File: config.mk
export PLATFORM = sky130hd
export DESIGN_NAME = shift_flag_bit_ops_unit
export DESIGN_NICKNAME = d
export VERILOG_FILES = /design/src/hw/flag_ops_pkg.sv /design/src/hw/shift_flag_bit_ops_unit.sv /design/src/hw/op_exec.sv
export VERILOG_INCLUDE_DIRS = /design/src /design/src/hw
export SDC_FILE = /design/constraint.sdc
export NUM_CORES = 1
export LEC_CHECK = 0
export ABC_AREA = 1
export BUFFER_PORTS_ARGS = -buffer_cell sky130_fd_sc_hd__clkbuf_2
export CORE_ASPECT_RATIO = 1.2
export CORE_MARGIN = 1.5
export CORE_UTILIZATION = 53
export CTS_BUF_LIST = sky130_fd_sc_hd__clkbuf_16
export CTS_CLUSTER_DIAMETER = 100
export DETAILED_ROUTE_END_ITERATION = 16
export GPL_TIMING_DRIVEN = 0
export HOLD_SLACK_MARGIN = 0.03
export PLACE_DENSITY_LB_ADDON = 0.12
export SYNTH_ARGS = -nofsm -noshare
export SYNTH_HDL_FRONTEND = slang
export SYNTH_SLANG_ARGS = --single-unit
export TNS_END_PERCENT = 30
File: constraint.sdc
create_clock -name pclk -period 2.2 [get_ports pclk]
set_clock_uncertainty 0.2 [all_clocks]
set_input_delay 0.44 -clock pclk [delete_from_list [all_inputs] [get_ports pclk]]
set_output_delay 0.44 -clock pclk [all_outputs]
set_load 0.02 [all_outputs]
File: src/hw/flag_ops_defines.svh
// Register offsets, field positions and reset values of the flag/shift unit
// Assumes an APB slave with 12-bit byte addresses and 32-bit data
// How it works
// [RQ1] Rotate right: carry into bit 7, bit 0 into carry; Z,C,N,V set; one cycle.
// [RQ2] Arithmetic right shift keeps bit 7; Z,C,N,V set; one cycle.
// [RQ3] Bit store copies register bit to T; bit load copies T back.
// [RQ4] Overflow flag set and clear touch only V, one cycle each.
// [RQ5] Sign flag set and clear touch only S, one cycle each.
// [RQ6] Half carry set and clear touch only H; clear takes one cycle.
// [RQ7] Sleep takes one cycle, keeps flags, raises a sleep request.
// [RQ8] Watchdog restart takes one cycle, keeps flags, pulses restart.
// [RQ9] Break keeps flags and acts only while debugging is enabled.
// [RQ10] Nibble exchange swaps register halves in one cycle, flags kept.
// [RQ11] Set and clear of C, N, Z, T and I touch only their own bit.
`ifndef FLAG_OPS_DEFINES_SVH
`define FLAG_OPS_DEFINES_SVH

// ****************************************
// Register map
// ****************************************
`define OFS_WORK 12'h000
`define OFS_STATUS 12'h004
`define OFS_CMD 12'h008

// ****************************************
// Fields
// ****************************************
`define FLAG_C 0
`define FLAG_Z 1
`define FLAG_N 2
`define FLAG_V 3
`define FLAG_S 4
`define FLAG_H 5
`define FLAG_T 6
`define FLAG_I 7
`define CMD_OP_MSB 4
`define CMD_OP_LSB 0
`define CMD_BIT_MSB 10
`define CMD_BIT_LSB 8
`define BYTE_MSB 7

// ****************************************
// Reset values
// ****************************************
`define RST_WORK 8'h00
`define RST_STATUS 8'h00
`define RST_CMD 8'h00

`endif

File: src/hw/flag_ops_pkg.sv
// Types of the flag/shift unit
// Assumes flag_ops_defines.svh for the numbers
package flag_ops_pkg;

    // ****************************************
    // Operation codes
    // ****************************************
    typedef enum logic [4:0] {
        nop_op = 5'h00,
        rotate_right_carry_op = 5'h01,
        arith_shift_right_op = 5'h02,
        nibble_swap_op = 5'h03,
        bit_to_transfer_op = 5'h04,
        transfer_to_bit_op = 5'h05,
        status_bit_set_op = 5'h06,
        status_bit_clear_op = 5'h07,
        sleep_op = 5'h08,
        watchdog_restart_op = 5'h09,
        debug_break_op = 5'h0a,
        carry_set_op = 5'h10,
        carry_clear_op = 5'h11,
        zero_flag_set_op = 5'h12,
        zero_flag_clear_op = 5'h13,
        negative_set_op = 5'h14,
        negative_clear_op = 5'h15,
        overflow_flag_set_op = 5'h16,
        overflow_flag_clear_op = 5'h17,
        sign_flag_set_op = 5'h18,
        sign_flag_clear_op = 5'h19,
        half_carry_set_op = 5'h1a,
        half_carry_clear_op = 5'h1b,
        transfer_flag_set_op = 5'h1c,
        transfer_flag_clear_op = 5'h1d,
        global_irq_enable_op = 5'h1e,
        global_irq_disable_op = 5'h1f
    } op_type;

    // ****************************************
    // Unit state
    // ****************************************
    typedef struct packed {
        logic [7:0] work;
        logic [7:0] status;
        logic [7:0] cmd;
        logic [7:0] rdata;
        logic pready;
        logic pslverr;
        logic sleep_req;
        logic wdt_restart;
        logic debug_break;
    } unit_state_type;

endpackage

File: src/hw/shift_flag_bit_ops_unit.sv
// APB-reached working register, status register and command port
// Assumes an APB master on pclk; debug_en comes from core logic on pclk
`timescale 1ns/10ps
`include "flag_ops_defines.svh"

module shift_flag_bit_ops_unit
    import flag_ops_pkg::*;
(
    input wire logic pclk,
    input wire logic presetn,
    input wire logic psel,
    input wire logic penable,
    input wire logic pwrite,
    input wire logic [11:0] paddr,
    input wire logic [31:0] pwdata,
    output logic [31:0] prdata,
    output logic pready,
    output logic pslverr,
    input wire logic debug_en,
    output logic [7:0] status_flags,
    output logic sleep_req,
    output logic wdt_restart,
    output logic debug_break
);

    // ****************************************
    // Decoding
    // ****************************************
    function automatic logic reg_hit(input logic [11:0] a);
        return (a == `OFS_WORK) || (a == `OFS_STATUS) || (a == `OFS_CMD);
    endfunction

    function automatic logic [7:0] read_mux(input logic [11:0] a, input unit_state_type s);
        logic [7:0] d;
        d = 8'h00;
        if (a == `OFS_WORK) begin
            d = s.work;
        end else if (a == `OFS_STATUS) begin
            d = s.status;
        end else if (a == `OFS_CMD) begin
            d = s.cmd;
        end
        return d;
    endfunction

    // ****************************************
    // State and execution
    // ****************************************
    unit_state_type state_ff;
    unit_state_type nxt_state;
    logic setup_w;
    logic access_w;
    logic cmd_w;
    op_type op_w;
    logic [2:0] bit_w;
    logic [7:0] ex_work;
    logic [7:0] ex_status;

    assign setup_w = psel && penable && !state_ff.pready;
    assign access_w = psel && penable && state_ff.pready;
    assign cmd_w = access_w && pwrite && (paddr == `OFS_CMD);
    assign op_w = op_type'(pwdata[`CMD_OP_MSB:`CMD_OP_LSB]);
    assign bit_w = pwdata[`CMD_BIT_MSB:`CMD_BIT_LSB];

    op_exec exec_u (
        .op(op_w),
        .bit_sel(bit_w),
        .work(state_ff.work),
        .status(state_ff.status),
        .nxt_work(ex_work),
        .nxt_status(ex_status)
    );

    always_comb begin
        nxt_state = state_ff;
        nxt_state.sleep_req = 1'b0;
        nxt_state.wdt_restart = 1'b0;
        nxt_state.debug_break = 1'b0;
        nxt_state.pready = setup_w;
        nxt_state.pslverr = setup_w && !reg_hit(paddr);
        if (setup_w) begin
            nxt_state.rdata = read_mux(paddr, state_ff);
        end
        if (access_w && pwrite) begin
            if (paddr == `OFS_WORK) begin
                nxt_state.work = pwdata[7:0];
            end else if (paddr == `OFS_STATUS) begin
                nxt_state.status = pwdata[7:0];
            end else if (cmd_w) begin
                nxt_state.work = ex_work; // [RQ1] [RQ2] [RQ3] [RQ10]
                nxt_state.status = ex_status; // [RQ4] [RQ5] [RQ6] [RQ11]
                nxt_state.cmd = {bit_w, op_w};
                nxt_state.sleep_req = (op_w == sleep_op); // [RQ7]
                nxt_state.wdt_restart = (op_w == watchdog_restart_op); // [RQ8]
                nxt_state.debug_break = (op_w == debug_break_op) && debug_en; // [RQ9]
            end
        end
    end

    always_ff @(posedge pclk or negedge presetn) begin
        if (!presetn) begin
            state_ff <= '{work: `RST_WORK, status: `RST_STATUS, cmd: `RST_CMD,
                          rdata: 8'h00, default: 1'b0};
        end else begin
            state_ff <= nxt_state;
        end
    end

    assign prdata = {24'h0000_00, state_ff.rdata};
    assign pready = state_ff.pready;
    assign pslverr = state_ff.pslverr;
    assign status_flags = state_ff.status;
    assign sleep_req = state_ff.sleep_req;
    assign wdt_restart = state_ff.wdt_restart;
    assign debug_break = state_ff.debug_break;

    // ****************************************
    // Bit load, flag-only, pulse-cause and bus checks
    // ****************************************
    function automatic logic [7:0] one_hot(input logic [2:0] pos);
        return 8'h01 << pos;
    endfunction
endmodule

File: src/hw/op_exec.sv
// Combinational execution of one shift, bit or flag operation
// Assumes the caller registers the results in the same cycle
`timescale 1ns/10ps
`include "flag_ops_defines.svh"

module op_exec
    import flag_ops_pkg::*;
(
    input wire op_type op,
    input wire logic [2:0] bit_sel,
    input wire logic [7:0] work,
    input wire logic [7:0] status,
    output logic [7:0] nxt_work,
    output logic [7:0] nxt_status
);

    // ****************************************
    // Helpers
    // ****************************************
    function automatic logic [2:0] flag_pos(input op_type o);
        logic [2:0] p;
        p = 3'(`FLAG_C);
        unique case (o[3:1])
            3'h0: p = 3'(`FLAG_C);
            3'h1: p = 3'(`FLAG_Z);
            3'h2: p = 3'(`FLAG_N);
            3'h3: p = 3'(`FLAG_V);
            3'h4: p = 3'(`FLAG_S);
            3'h5: p = 3'(`FLAG_H);
            3'h6: p = 3'(`FLAG_T);
            3'h7: p = 3'(`FLAG_I);
        endcase
        return p;
    endfunction

    function automatic logic [7:0] shift_flags(input logic [7:0] st, input logic [7:0] res,
                                               input logic c);
        logic [7:0] s;
        s = st;
        s[`FLAG_C] = c;
        s[`FLAG_Z] = (res == 8'h00);
        s[`FLAG_N] = res[`BYTE_MSB];
        s[`FLAG_V] = res[`BYTE_MSB] ^ c;
        return s;
    endfunction

    // ****************************************
    // Execute
    // ****************************************
    always_comb begin
        nxt_work = work;
        nxt_status = status;
        case (op)
            rotate_right_carry_op: begin
                nxt_work = {status[`FLAG_C], work[7:1]}; // [RQ1]
                nxt_status = shift_flags(status, nxt_work, work[0]); // [RQ1]
            end
            arith_shift_right_op: begin
                nxt_work = {work[`BYTE_MSB], work[7:1]}; // [RQ2]
                nxt_status = shift_flags(status, nxt_work, work[0]); // [RQ2]
            end
            nibble_swap_op: nxt_work = {work[3:0], work[7:4]}; // [RQ10]
            bit_to_transfer_op: nxt_status[`FLAG_T] = work[bit_sel]; // [RQ3]
            transfer_to_bit_op: nxt_work[bit_sel] = status[`FLAG_T]; // [RQ3]
            status_bit_set_op: nxt_status[bit_sel] = 1'b1;
            status_bit_clear_op: nxt_status[bit_sel] = 1'b0;
            carry_set_op, zero_flag_set_op, negative_set_op, overflow_flag_set_op,
            sign_flag_set_op, half_carry_set_op, transfer_flag_set_op,
            global_irq_enable_op: nxt_status[flag_pos(op)] = 1'b1; // [RQ4] [RQ5] [RQ6] [RQ11]
            carry_clear_op, zero_flag_clear_op, negative_clear_op, overflow_flag_clear_op,
            sign_flag_clear_op, half_carry_clear_op, transfer_flag_clear_op,
            global_irq_disable_op: nxt_status[flag_pos(op)] = 1'b0; // [RQ4] [RQ5] [RQ6] [RQ11]
            default: begin
                nxt_work = work; // [RQ7] [RQ8] [RQ9]
                nxt_status = status;
            end
        endcase
    end

endmodule

# After elaboration in Yosys (flattened, before gate mapping)

Memory sizes are Yosys's and may differ from the RTL's.
Index checks and enable logic that the tools add are counted.

Flip-flop bits (word level): 37
Word-level logic and storage cells: 122
Memories kept: 2
Output and inout bits: 45
Bits in read-only memories: 48
Input bits: 50

Reduce and logical (&&, ||, !) cells: 33
$lt $le $gt $ge: 6
Equal/unequal tests: 32
Muxes and demuxes: 26
Bitwise gates (word level): 10

Memories:

| name            | words | bits a word | read ports | clocked after memory_dff | write ports | RTL line      | source |
|---|---|---|---|---|---|---|---|
| (no name shown) | 8     | 3           | 1          | 0                        | 0           | op_exec.sv:23 | `unique case (o[3:1])` |
| (no name shown) | 8     | 3           | 1          | 0                        | 0           | op_exec.sv:23 |  |

Operators by type and width:

| operator                                                          | number |
|---|---|
| == test 5 bit, second input constant                              | 16 |
| two-way mux 8 bit                                                 | 6 |
| case mux 6 bit (6 select lines)                                   | 1 |
| case mux 8 bit (4 select lines)                                   | 1 |
| two-way mux 24 bit                                                | 1 |
| == test 5 x 3 -> 1 bit, second input constant                     | 4 |
| AND reduction 4 bit                                               | 5 |
| two-way mux 3 bit                                                 | 6 |
| AND 8 bit                                                         | 2 |
| logical NOT 8 bit                                                 | 2 |
| NOT 8 bit                                                         | 2 |
| OR 8 bit                                                          | 2 |
| OR reduction 8 bit                                                | 2 |
| == test 5 x 4 -> 1 bit, second input constant                     | 3 |
| == test 12 x 3 -> 1 bit, second input constant                    | 1 |
| == test 12 x 4 -> 1 bit, second input constant                    | 1 |
| logical NOT 12 bit                                                | 1 |
| less-than comparator 3 x 4 -> 1 bit, second input constant        | 3 |
| == test 5 x 2 -> 1 bit, second input constant                     | 2 |
| logical AND 1 bit                                                 | 10 |
| nonzero test 5 bit                                                | 2 |
| demux 1 bit (select 3 bit)                                        | 3 |
| greater-or-equal comparator 3 x 1 -> 1 bit, second input constant | 3 |
| bitwise mux 8 bit                                                 | 1 |
| other kinds (17)                                                  | 27 |

# Depth between registers and ports, before layout

Gate-level depths: netlist (run 1).

Depth after elaboration: 13
Gate-level depth with buffers: 12
Mapped depth without buffers: 11

# Cells and area by module

Synthesis (run 1) repeated with hierarchy kept, for this count alone.

Cells, all modules: 579
Area, all modules: 3553.4 sq um

By module, submodules not included:

| module                  | area each (sq um) | times used | cells an instance |
|---|---|---|---|
| shift_flag_bit_ops_unit | 2423.6            | 1          | 319 |
| op_exec                 | 1129.8            | 1          | 260 |

# Worst setup path after synthesis (run 1)

OpenSTA, ideal clock, no wires.

Path type: input to register
Start point: input port pwdata[0]
End point: register state_ff[30] in the netlist's numbering
Data required time: 1.877 ns
Arrival: 1.450 ns
Buffers on the path: 1
Path slack: 0.427 ns
Stages on the path: 11
Cells stage by stage: buf_6 inv_2 nor2_2 inv_1 nor2_8 nor2_8 nand2_2 o21ai_4 nor2_4 nand2_1 nand2_1

Cells in the longest elaborated chain, start to end: 5
Elaborated cells between the ends (all ways): 10
Those cells by class: eq/ne (4); mux (4); reduce/logical (2)

RTL lines:

| what                                           | RTL line                       | source |
|---|---|---|
| start, declared                                | shift_flag_bit_ops_unit.sv:15  | `input wire logic [31:0] pwdata,` |
| == test 5 x 3 -> 1 bit (tied with other cells) | op_exec.sv:53                  | `case (op)` |
| case mux 8 bit (4 select lines)                | op_exec.sv:53                  |  |
| two-way mux 24 bit                             | shift_flag_bit_ops_unit.sv:89  | `end else if (cmd_w) begin` |
| two-way mux 8 bit                              | shift_flag_bit_ops_unit.sv:87  | `` end else if (paddr == `OFS_STATUS) begin `` |
| two-way mux 8 bit                              | shift_flag_bit_ops_unit.sv:85  | `` if (paddr == `OFS_WORK) begin `` |
| end signal, assigned                           | shift_flag_bit_ops_unit.sv:102 | `` state_ff <= '{work: `RST_WORK, status: `RST_STATUS, cmd: `RST_CMD, `` |
| end signal, assigned                           | shift_flag_bit_ops_unit.sv:105 | `state_ff <= nxt_state;` |
| end, declared                                  | shift_flag_bit_ops_unit.sv:49  | `unit_state_type state_ff;` |

Parallel ways exist; a longest one is shown, timed or not. The select of a mux whose other input is x is not followed.
A chain may end at the register's enable or synchronous reset.

# Worst setup path after layout (run 1)

Start point: register state_ff (netlist bit pready)
End point: register state_ff[35] in the netlist's numbering

Cells in the longest elaborated chain, start to end: 5

RTL lines:

| what                            | RTL line                                                     | source |
|---|---|---|
| logical AND 1 bit *             | shift_flag_bit_ops_unit.sv:60                                | `assign access_w = psel && penable && state_ff.pready;` |
| logical AND 1 bit *             | shift_flag_bit_ops_unit.sv:61, shift_flag_bit_ops_unit.sv:84 |  |
| logical AND 1 bit               | shift_flag_bit_ops_unit.sv:61                                | `` assign cmd_w = access_w && pwrite && (paddr == `OFS_CMD); `` |
| nonzero test 2 bit (no line)    | n/a                                                          |  |
| AND reduction 4 bit (no line) * | n/a                                                          |  |

Mark *: on every way between the ends. The rest lies on a longest branch, timed or not.

==> flow_summary.rst, run 1 <==
.. list-table::
   :header-rows: 1

   * - Metric
     - Value
   * - Peak ir drop on the vdd network
     - around 0.30 mV
   * - Total grt overflow
     - 0
   * - Total number of yosys warnings
     - 0
   * - Number of remaining DRC errors
     - 0
   * - Number of hold violations in the final report
     - 0
   * - Die X
     - roughly 75 um
   * - Placeable Area
     - between 6000 and 7000 sq um
   * - Utilization of the core after routing
     - 0.646
   * - Leak Pwr
     - around 2.2 nW
   * - Starting density of the core
     - 0.550
   * - Library cell used as clock root buffer
     - sky130_fd_sc_hd__clkbuf_16
   * - Routing usage on met3
     - 0.0541
   * - Sum of negative setup slack
     - 0 ps
   * - Die Footprint
     - ~6700 sq um
   * - Total wirelength of the detailed-routed design
     - a little under 10000 um
   * - Vias in the first global route
     - ~3300
   * - Met1 track utilization from global routing
     - 0.418
   * - Number of antenna violations at the first check in global routing
     - 0
   * - Vias per cell
     - between 5 and 6
   * - Startpoint type of the worst setup path
     - flop
   * - Total vias in the final route
     - roughly 3600
   * - Netlist Area Pre-Place
     - ~3300 sq um
   * - Count of cell types in the netlist
     - 36
   * - Maximum buffer depth of the clock tree
     - 2
   * - Mean routed wirelength per cell
     - about 15 um
   * - Number of buffers added on ports
     - 45
   * - Leading cell type in the layout, fill and taps excluded
     - sky130_fd_sc_hd__nand2_1
   * - # hold bufs at CTS
     - 0
   * - Clock latency reported for the late side of the worst-skew pair
     - around 280 ps
   * - RSZ-0062 raised after global routing
     - no
   * - Most used routing layer
     - met2
   * - Largest net degree at the start of global routing
     - 38
   * - Required time of the worst setup path
     - roughly 2200 ps
   * - First-pass GRT wire length
     - approximately 16000 um
   * - Category of the critical setup timing path
     - reg -> reg
   * - Share of post-route cells with drive strength above 1
     - 0.219
   * - Maximum level of the CTS H-tree
     - 2
   * - Layout-stage area growth over the synthesis result
     - 17.6%
   * - Post-layout nets
     - between 600 and 700
   * - Gate count after technology mapping
     - approximately 530
   * - Period utilization
     - 0.914
   * - Post-cts sizing count
     - 0
   * - Clock edge transition at the registers on the reported setup and hold paths
     - roughly 60 ps
   * - Count of final setup violators
     - 0
   * - Post-CTS Repair Setup Buffers
     - 0
   * - Worst min-delay path category
     - in -> async
   * - Element type at the critical path end
     - flop
   * - Actual transition at the worst max-transition pin
     - around 1000 ps
   * - Arrival @ worst endpoint
     - approximately 2000 ps
   * - Site row count
     - 31
   * - Commonest cells after routing, fill and taps aside
     - sky130_fd_sc_hd__nand2_1 (203), sky130_fd_sc_hd__inv_1 (46), sky130_fd_sc_hd__clkbuf_2 (45), sky130_fd_sc_hd__buf_4 (41), sky130_fd_sc_hd__nor2_1 (41)
   * - Antenna Nets Post-Route
     - 0
   * - Min cycle time layout
     - about 2000 ps
   * - Half-perimeter wire length of the detailed placement result
     - ~7600 um
   * - Clock sink count
     - 37
   * - Sequential element share of the synthesized area
     - 0.280
   * - CTS tree
     - done
   * - Met2 track demand over resource
     - 0.537
   * - Die height
     - approximately 89 um
   * - Total track usage
     - 0.321
   * - Iter 0 DRT Violations
     - roughly 340
   * - Number of diodes
     - 0
   * - Top fanout value on the critical path
     - 8
   * - Avg Synthesized Cell Area
     - between 6 and 7 sq um
   * - Power Density
     - about 460 nW/um^2
   * - Drt first pass iters
     - 6
   * - Number of fill cells
     - about 570
   * - Final weighted congestion in routability-driven placement
     - a little under 1
   * - Max-slew violation count
     - 0
   * - R2R setup slack
     - between 150 and 200 ps
   * - Ports
     - between 90 and 100
   * - Max-slew headroom at the worst pin
     - 0.336
   * - Number of buffers created by CTS
     - 5
   * - Seq cells post-synth
     - 37
   * - Number of max-capacitance violations reported
     - 0
   * - Result of the run
     - finished, final reports clean
   * - Achievable frequency
     - roughly 0.50 GHz
## Yosys cell counts (all sizes together)
cell    number  share of area
buf         45           0.10
clkbuf       5         0.0057
a21oi       17          0.028
nor4         1         0.0019
nand4        5          0.011
nand3b       1         0.0034
o211ai       2         0.0045
nand2      208           0.24
inv         52          0.060
conb         1         0.0011
nand3       40          0.069
a22oi        1         0.0023
nor2        53          0.087
dfrtp       37           0.28
clkinv       3         0.0034
o21ai       40          0.065
nor3         5         0.0076
nor3b        1         0.0038
a21boi       1         0.0023
o221ai       8          0.021
## flip-flops by register name, summed over array words and instances (netlist names)
name and cells:
debug_break 1, pready 1, state_ff 16, sleep_req 1, prdata 8, status_flags 8, wdt_restart 1, pslverr 1
## where the power goes
part / switching (mW) / internal (mW)
Clock: 0.292 / 0.533
Combinational: 0.189 / 0.0870
Sequential: 0.00138 / 0.683
Total: 0.482 / 1.30
## metal layers
metal  wire length, um  share of wire
met5                 0              0
met4               224          0.023
met3               810          0.082
met2              4900           0.49
met1              3990           0.40
## worst max-delay path, stage by stage (launching register included)
cell	delay, ps
sky130_fd_sc_hd__dfrtp_1	400
sky130_fd_sc_hd__nand4_2	150
sky130_fd_sc_hd__inv_1	120
sky130_fd_sc_hd__nand3_2	130
sky130_fd_sc_hd__clkinv_1	230
sky130_fd_sc_hd__o21ai_2	410
sky130_fd_sc_hd__nor2_4	110
sky130_fd_sc_hd__nand2_1	70
sky130_fd_sc_hd__nand2_1	60
## cell families (layout without fill, tap and decap cells)
family / count (synthesis) / after routing / synth area share
flip-flops: 37 / 37 / 0.280
AO/OA/AOI/OAI: 69 / 69 / 0.123
AND/OR/NAND/NOR: 314 / 314 / 0.425
other: 1 / 24 / 0.00113
buffers and inverters: 105 / 158 / 0.170
## stage by stage
step                hold WS (ps)  cell area, sq um  cells  total power [mW]  setup slack, ps
finish                       116              3890    684              1.78              189
global route                 193              3890    684              1.86            0.587
CTS                          141              3890    684              1.78              177
detailed placement           267              3720    676             0.966             30.4
global placement             265              3720    676             0.964             10.6
floorplan                  -55.6              3390    549             0.888              427
## final timing paths
| check | to | depth (start not counted) | startpoint |
|---|---|---|---|
| min in group pclk | debug_break | 3 | debug_en |
| setup / recovery | state_ff[35] | 8 | pready |
| setup reg to reg | state_ff[35] | 8 | pready |
| hold reg to reg | prdata[5] | 2 | prdata[5] |
| max in group asynchronous | status_flags[3] | 1 | presetn |
| hold / removal | prdata[6] | 1 | presetn |
## final cells by class
class	count	area [sq um]	area share
repair buffers	45	225	0.0580
clock inverters	3	42.5	0.0109
multi-input cells	407	1900	0.490
flip-flops and latches	37	926	0.238
plain buffers	50	353	0.0908
well taps	82	103	0.0264
clock buffers	5	125	0.0322
inverters	55	209	0.0538
(Power assumes the default switching activity.)
==> run 2, diff against run 1 <==
--- a/config.mk
+++ b/config.mk
@@ -16,6 +16,7 @@
 export DETAILED_ROUTE_END_ITERATION = 16
 export GPL_TIMING_DRIVEN = 0
 export HOLD_SLACK_MARGIN = 0.03
+export MAX_ROUTING_LAYER = met4
 export PLACE_DENSITY_LB_ADDON = 0.12
 export SYNTH_ARGS = -nofsm -noshare
 export SYNTH_HDL_FRONTEND = slang
==> run 2 against run 1 <==
Highest routed layer unchanged; count of clock-buffer cells in the layout did not move; critical path depth did not move; sequential power barely moved.
==> flow_summary.rst, run 2 (synthesized netlist as in run 1, its figures left out) <==
.. list-table::
   :header-rows: 1

   * - Metric
     - Value
   * - Drt first pass iters
     - 5
   * - Number of max-capacitance violations reported
     - 0
   * - Crit Reg-Reg Startpoint
     - pready
   * - Maximum level of the CTS H-tree
     - 2
   * - Mean routed wirelength per cell
     - between 10 and 15 um
   * - Chain of cells forming the critical path
     - nand4_2 > inv_1 > nand3_2 > clkinv_1 > o21ai_2 > nor2_4 > nand2_1 > nand2_1
   * - First-pass GRT wire length
     - between 15000 and 20000 um
   * - Starting density of the core
     - 0.550
   * - Final weighted congestion in routability-driven placement
     - 0.981
   * - Number of antenna violations at the first check in global routing
     - 0
   * - Max reg flops
     - 16
   * - Portion of total power attributed to the clock network
     - 0.462
   * - Iter 0 DRT Violations
     - 340
   * - Required time of the worst setup path
     - 2170 ps
   * - Achievable frequency
     - between 0.4 and 0.5 GHz
   * - Met3 WL post-DR
     - roughly 650 um
   * - RSZ-0062 raised after global routing
     - no
   * - Site row count
     - 31
   * - Sum of negative setup slack
     - 0 ps
   * - Switching share of total power
     - 0.269
   * - End point of the critical path
     - state_ff[34]
   * - Total grt overflow
     - 0
   * - Ports
     - between 90 and 100
   * - Result of the run
     - finished, final reports clean
   * - Origin of the worst setup path
     - pready
   * - Half-perimeter wire length of the detailed placement result
     - 7580 um
   * - Actual transition at the worst max-transition pin
     - 965 ps
   * - Top fanout value on the critical path
     - 8
   * - Cell depth of the worst setup path
     - 8
   * - Category of the critical setup timing path
     - reg -> reg
   * - Post-layout instance area
     - 3890 sq um
   * - Leak Pwr
     - around 2.2 nW
   * - Commonest cells after routing, fill and taps aside
     - sky130_fd_sc_hd__nand2_1 (203), sky130_fd_sc_hd__inv_1 (46), sky130_fd_sc_hd__clkbuf_2 (45), sky130_fd_sc_hd__buf_4 (41), sky130_fd_sc_hd__nor2_1 (41)
   * - Total buffers and inverters traversed by the critical path
     - 2
   * - Number of fill cells
     - between 600 and 700
   * - Top layer used by detailed routing
     - met4
   * - Internal Dissipation
     - 1.30 mW
   * - Max-slew headroom at the worst pin
     - 0.357
   * - R2R setup slack
     - between 150 and 200 ps
   * - # hold bufs at CTS
     - 0
   * - Clock sink count
     - 37
   * - Largest net degree at the start of global routing
     - 38
   * - Startpoint type of the worst setup path
     - flop
   * - Layout-stage area growth over the synthesis result
     - 17.6%
   * - Placed cell areas
     - 3720 sq um
   * - Combined area of the multi-input logic cells
     - ~1900 sq um
   * - Number of diodes
     - 0
   * - Arrival @ worst endpoint
     - around 2000 ps
   * - Sequential Area
     - just over 900 sq um
   * - Number of hold violations in the final report
     - 0
   * - Library cell appearing most often on the critical path
     - sky130_fd_sc_hd__nand2_1
   * - Min cycle time layout
     - ~2000 ps
   * - Post-layout nets
     - 651
   * - Switching Power
     - roughly 0.48 mW
   * - Register-to-Register Path Depth
     - 8
   * - Placeable Area
     - roughly 6000 sq um
   * - Antenna Nets Post-Route
     - 0
   * - Number of instances in the placed design
     - approximately 680
   * - Clock edge transition at the registers on the reported setup and hold paths
     - roughly 60 ps
   * - Die height
     - roughly 89 um
   * - Master of the slowest instance on the critical path
     - sky130_fd_sc_hd__dfrtp_1
   * - Number of buffers created by CTS
     - 5
   * - Die Footprint
     - between 6000 and 7000 sq um
   * - Share of post-route cells with drive strength above 1
     - 0.219
   * - Highest cell delay on the worst timing path
     - 410 ps
   * - Count of placed standard cells in the final layout, fillers left out
     - approximately 680
   * - Total wirelength of the detailed-routed design
     - 9810 um
   * - Leading cell type in the layout, fill and taps excluded
     - sky130_fd_sc_hd__nand2_1
   * - Total vias in the final route
     - 3597
   * - Vias in the first global route
     - between 3000 and 4000
   * - Most flops, register
     - state_ff
   * - Library cell used as clock root buffer
     - sky130_fd_sc_hd__clkbuf_16
   * - Family of cells with the greatest summed delay on the critical path
     - simple AND/OR/NAND/NOR gates
   * - Number of buffers added on ports
     - 45
   * - Worst min-delay path category
     - in -> async
   * - Clock latency reported for the late side of the worst-skew pair
     - ~280 ps
   * - Period utilization
     - 0.927
   * - Max-slew violation count
     - 0
   * - Wire length on met2
     - approximately 4700 um
   * - Comb pwr share
     - 0.154
   * - Count of final setup violators
     - 0
   * - Element type at the critical path end
     - flop
   * - Post-CTS Repair Setup Buffers
     - 0
   * - Power Density
     - roughly 460 nW/um^2
   * - Number of remaining DRC errors
     - 0
   * - Length of routed wiring on met1
     - 4080 um
   * - Maximum buffer depth of the clock tree
     - 2
   * - RR Endpoint
     - state_ff[34]
   * - Total track usage
     - 0.321
   * - Vias per cell
     - between 5 and 6
   * - Post-cts sizing count
     - 0
   * - CTS tree
     - done
   * - Peak ir drop on the vdd network
     - between 0.4 and 0.5 mV
   * - Die X
     - around 75 um
   * - Part of the power in registers
     - 0.384
-- run 2: cell counts in the layout (fill, tap and decap cells not counted) --
Identical to the previous run, type by type.
-- run 2: power by group through the flow --
stage / clock, mW / sequential, mW / combinational [mW]
2_1_floorplan: 0 / 0.699 / 0.189
3_3_place_gp: 0 / 0.696 / 0.268
3_5_place_dp: 0 / 0.697 / 0.269
4_1_cts: 0.824 / 0.684 / 0.270
5_1_grt: 0.854 / 0.684 / 0.304
6_report: 0.824 / 0.684 / 0.274
-- run 2: per-layer routing --
metal / up-vias / global-route usage
li1: 1762 / -
met1: 1636 / 0.400
met2: 163 / 0.517
met3: 36 / 0.0440
met4: 0 / 0.136
met5: - / -
-- run 2: worst min-delay path by stage --
stage / start / endpoint / slack, ps / cells after the start
2_1_floorplan: presetn / debug_break / -60 / 0
3_3_place_gp: prdata[6] / prdata[6] / 270 / 2
3_5_place_dp: state_ff[14] / state_ff[14] / 270 / 2
4_1_cts: presetn / prdata[5] / 140 / 1
5_1_grt: presetn / prdata[5] / 190 / 1
6_report: presetn / prdata[5] / 100 / 1
-- run 2: per-stage QoR --
stage	utilization	hold WS [ps]	total power [mW]	worst slack, ps
2_1_floorplan	-	-55.6	0.888	427
5_1_grt	0.646	191	1.84	29.9
3_5_place_dp	0.619	274	0.966	30.1
4_1_cts	0.646	135	1.78	181
6_report	0.646	103	1.78	160
3_3_place_gp	0.619	265	0.965	31.5
-- run 2: area by class of cell --
class / instances / area share
Buffer: 50 / 0.0908
Clock buffer: 5 / 0.0322
Clock inverter: 3 / 0.0109
Inverter: 55 / 0.0538
Multi-Input combinational cell: 407 / 0.490
Sequential cell: 37 / 0.238
Tap cell: 82 / 0.0264
Timing Repair Buffer: 45 / 0.0580
-- run 2: worst register-to-register path: cells and delay by family, from the launching register on --
kind | cells | cell delay [ps]
AO/OA/AOI/OAI | 1 | 400
buffers and inverters | 2 | 380
flip-flops | 1 | 410
AND/OR/NAND/NOR | 5 | 530
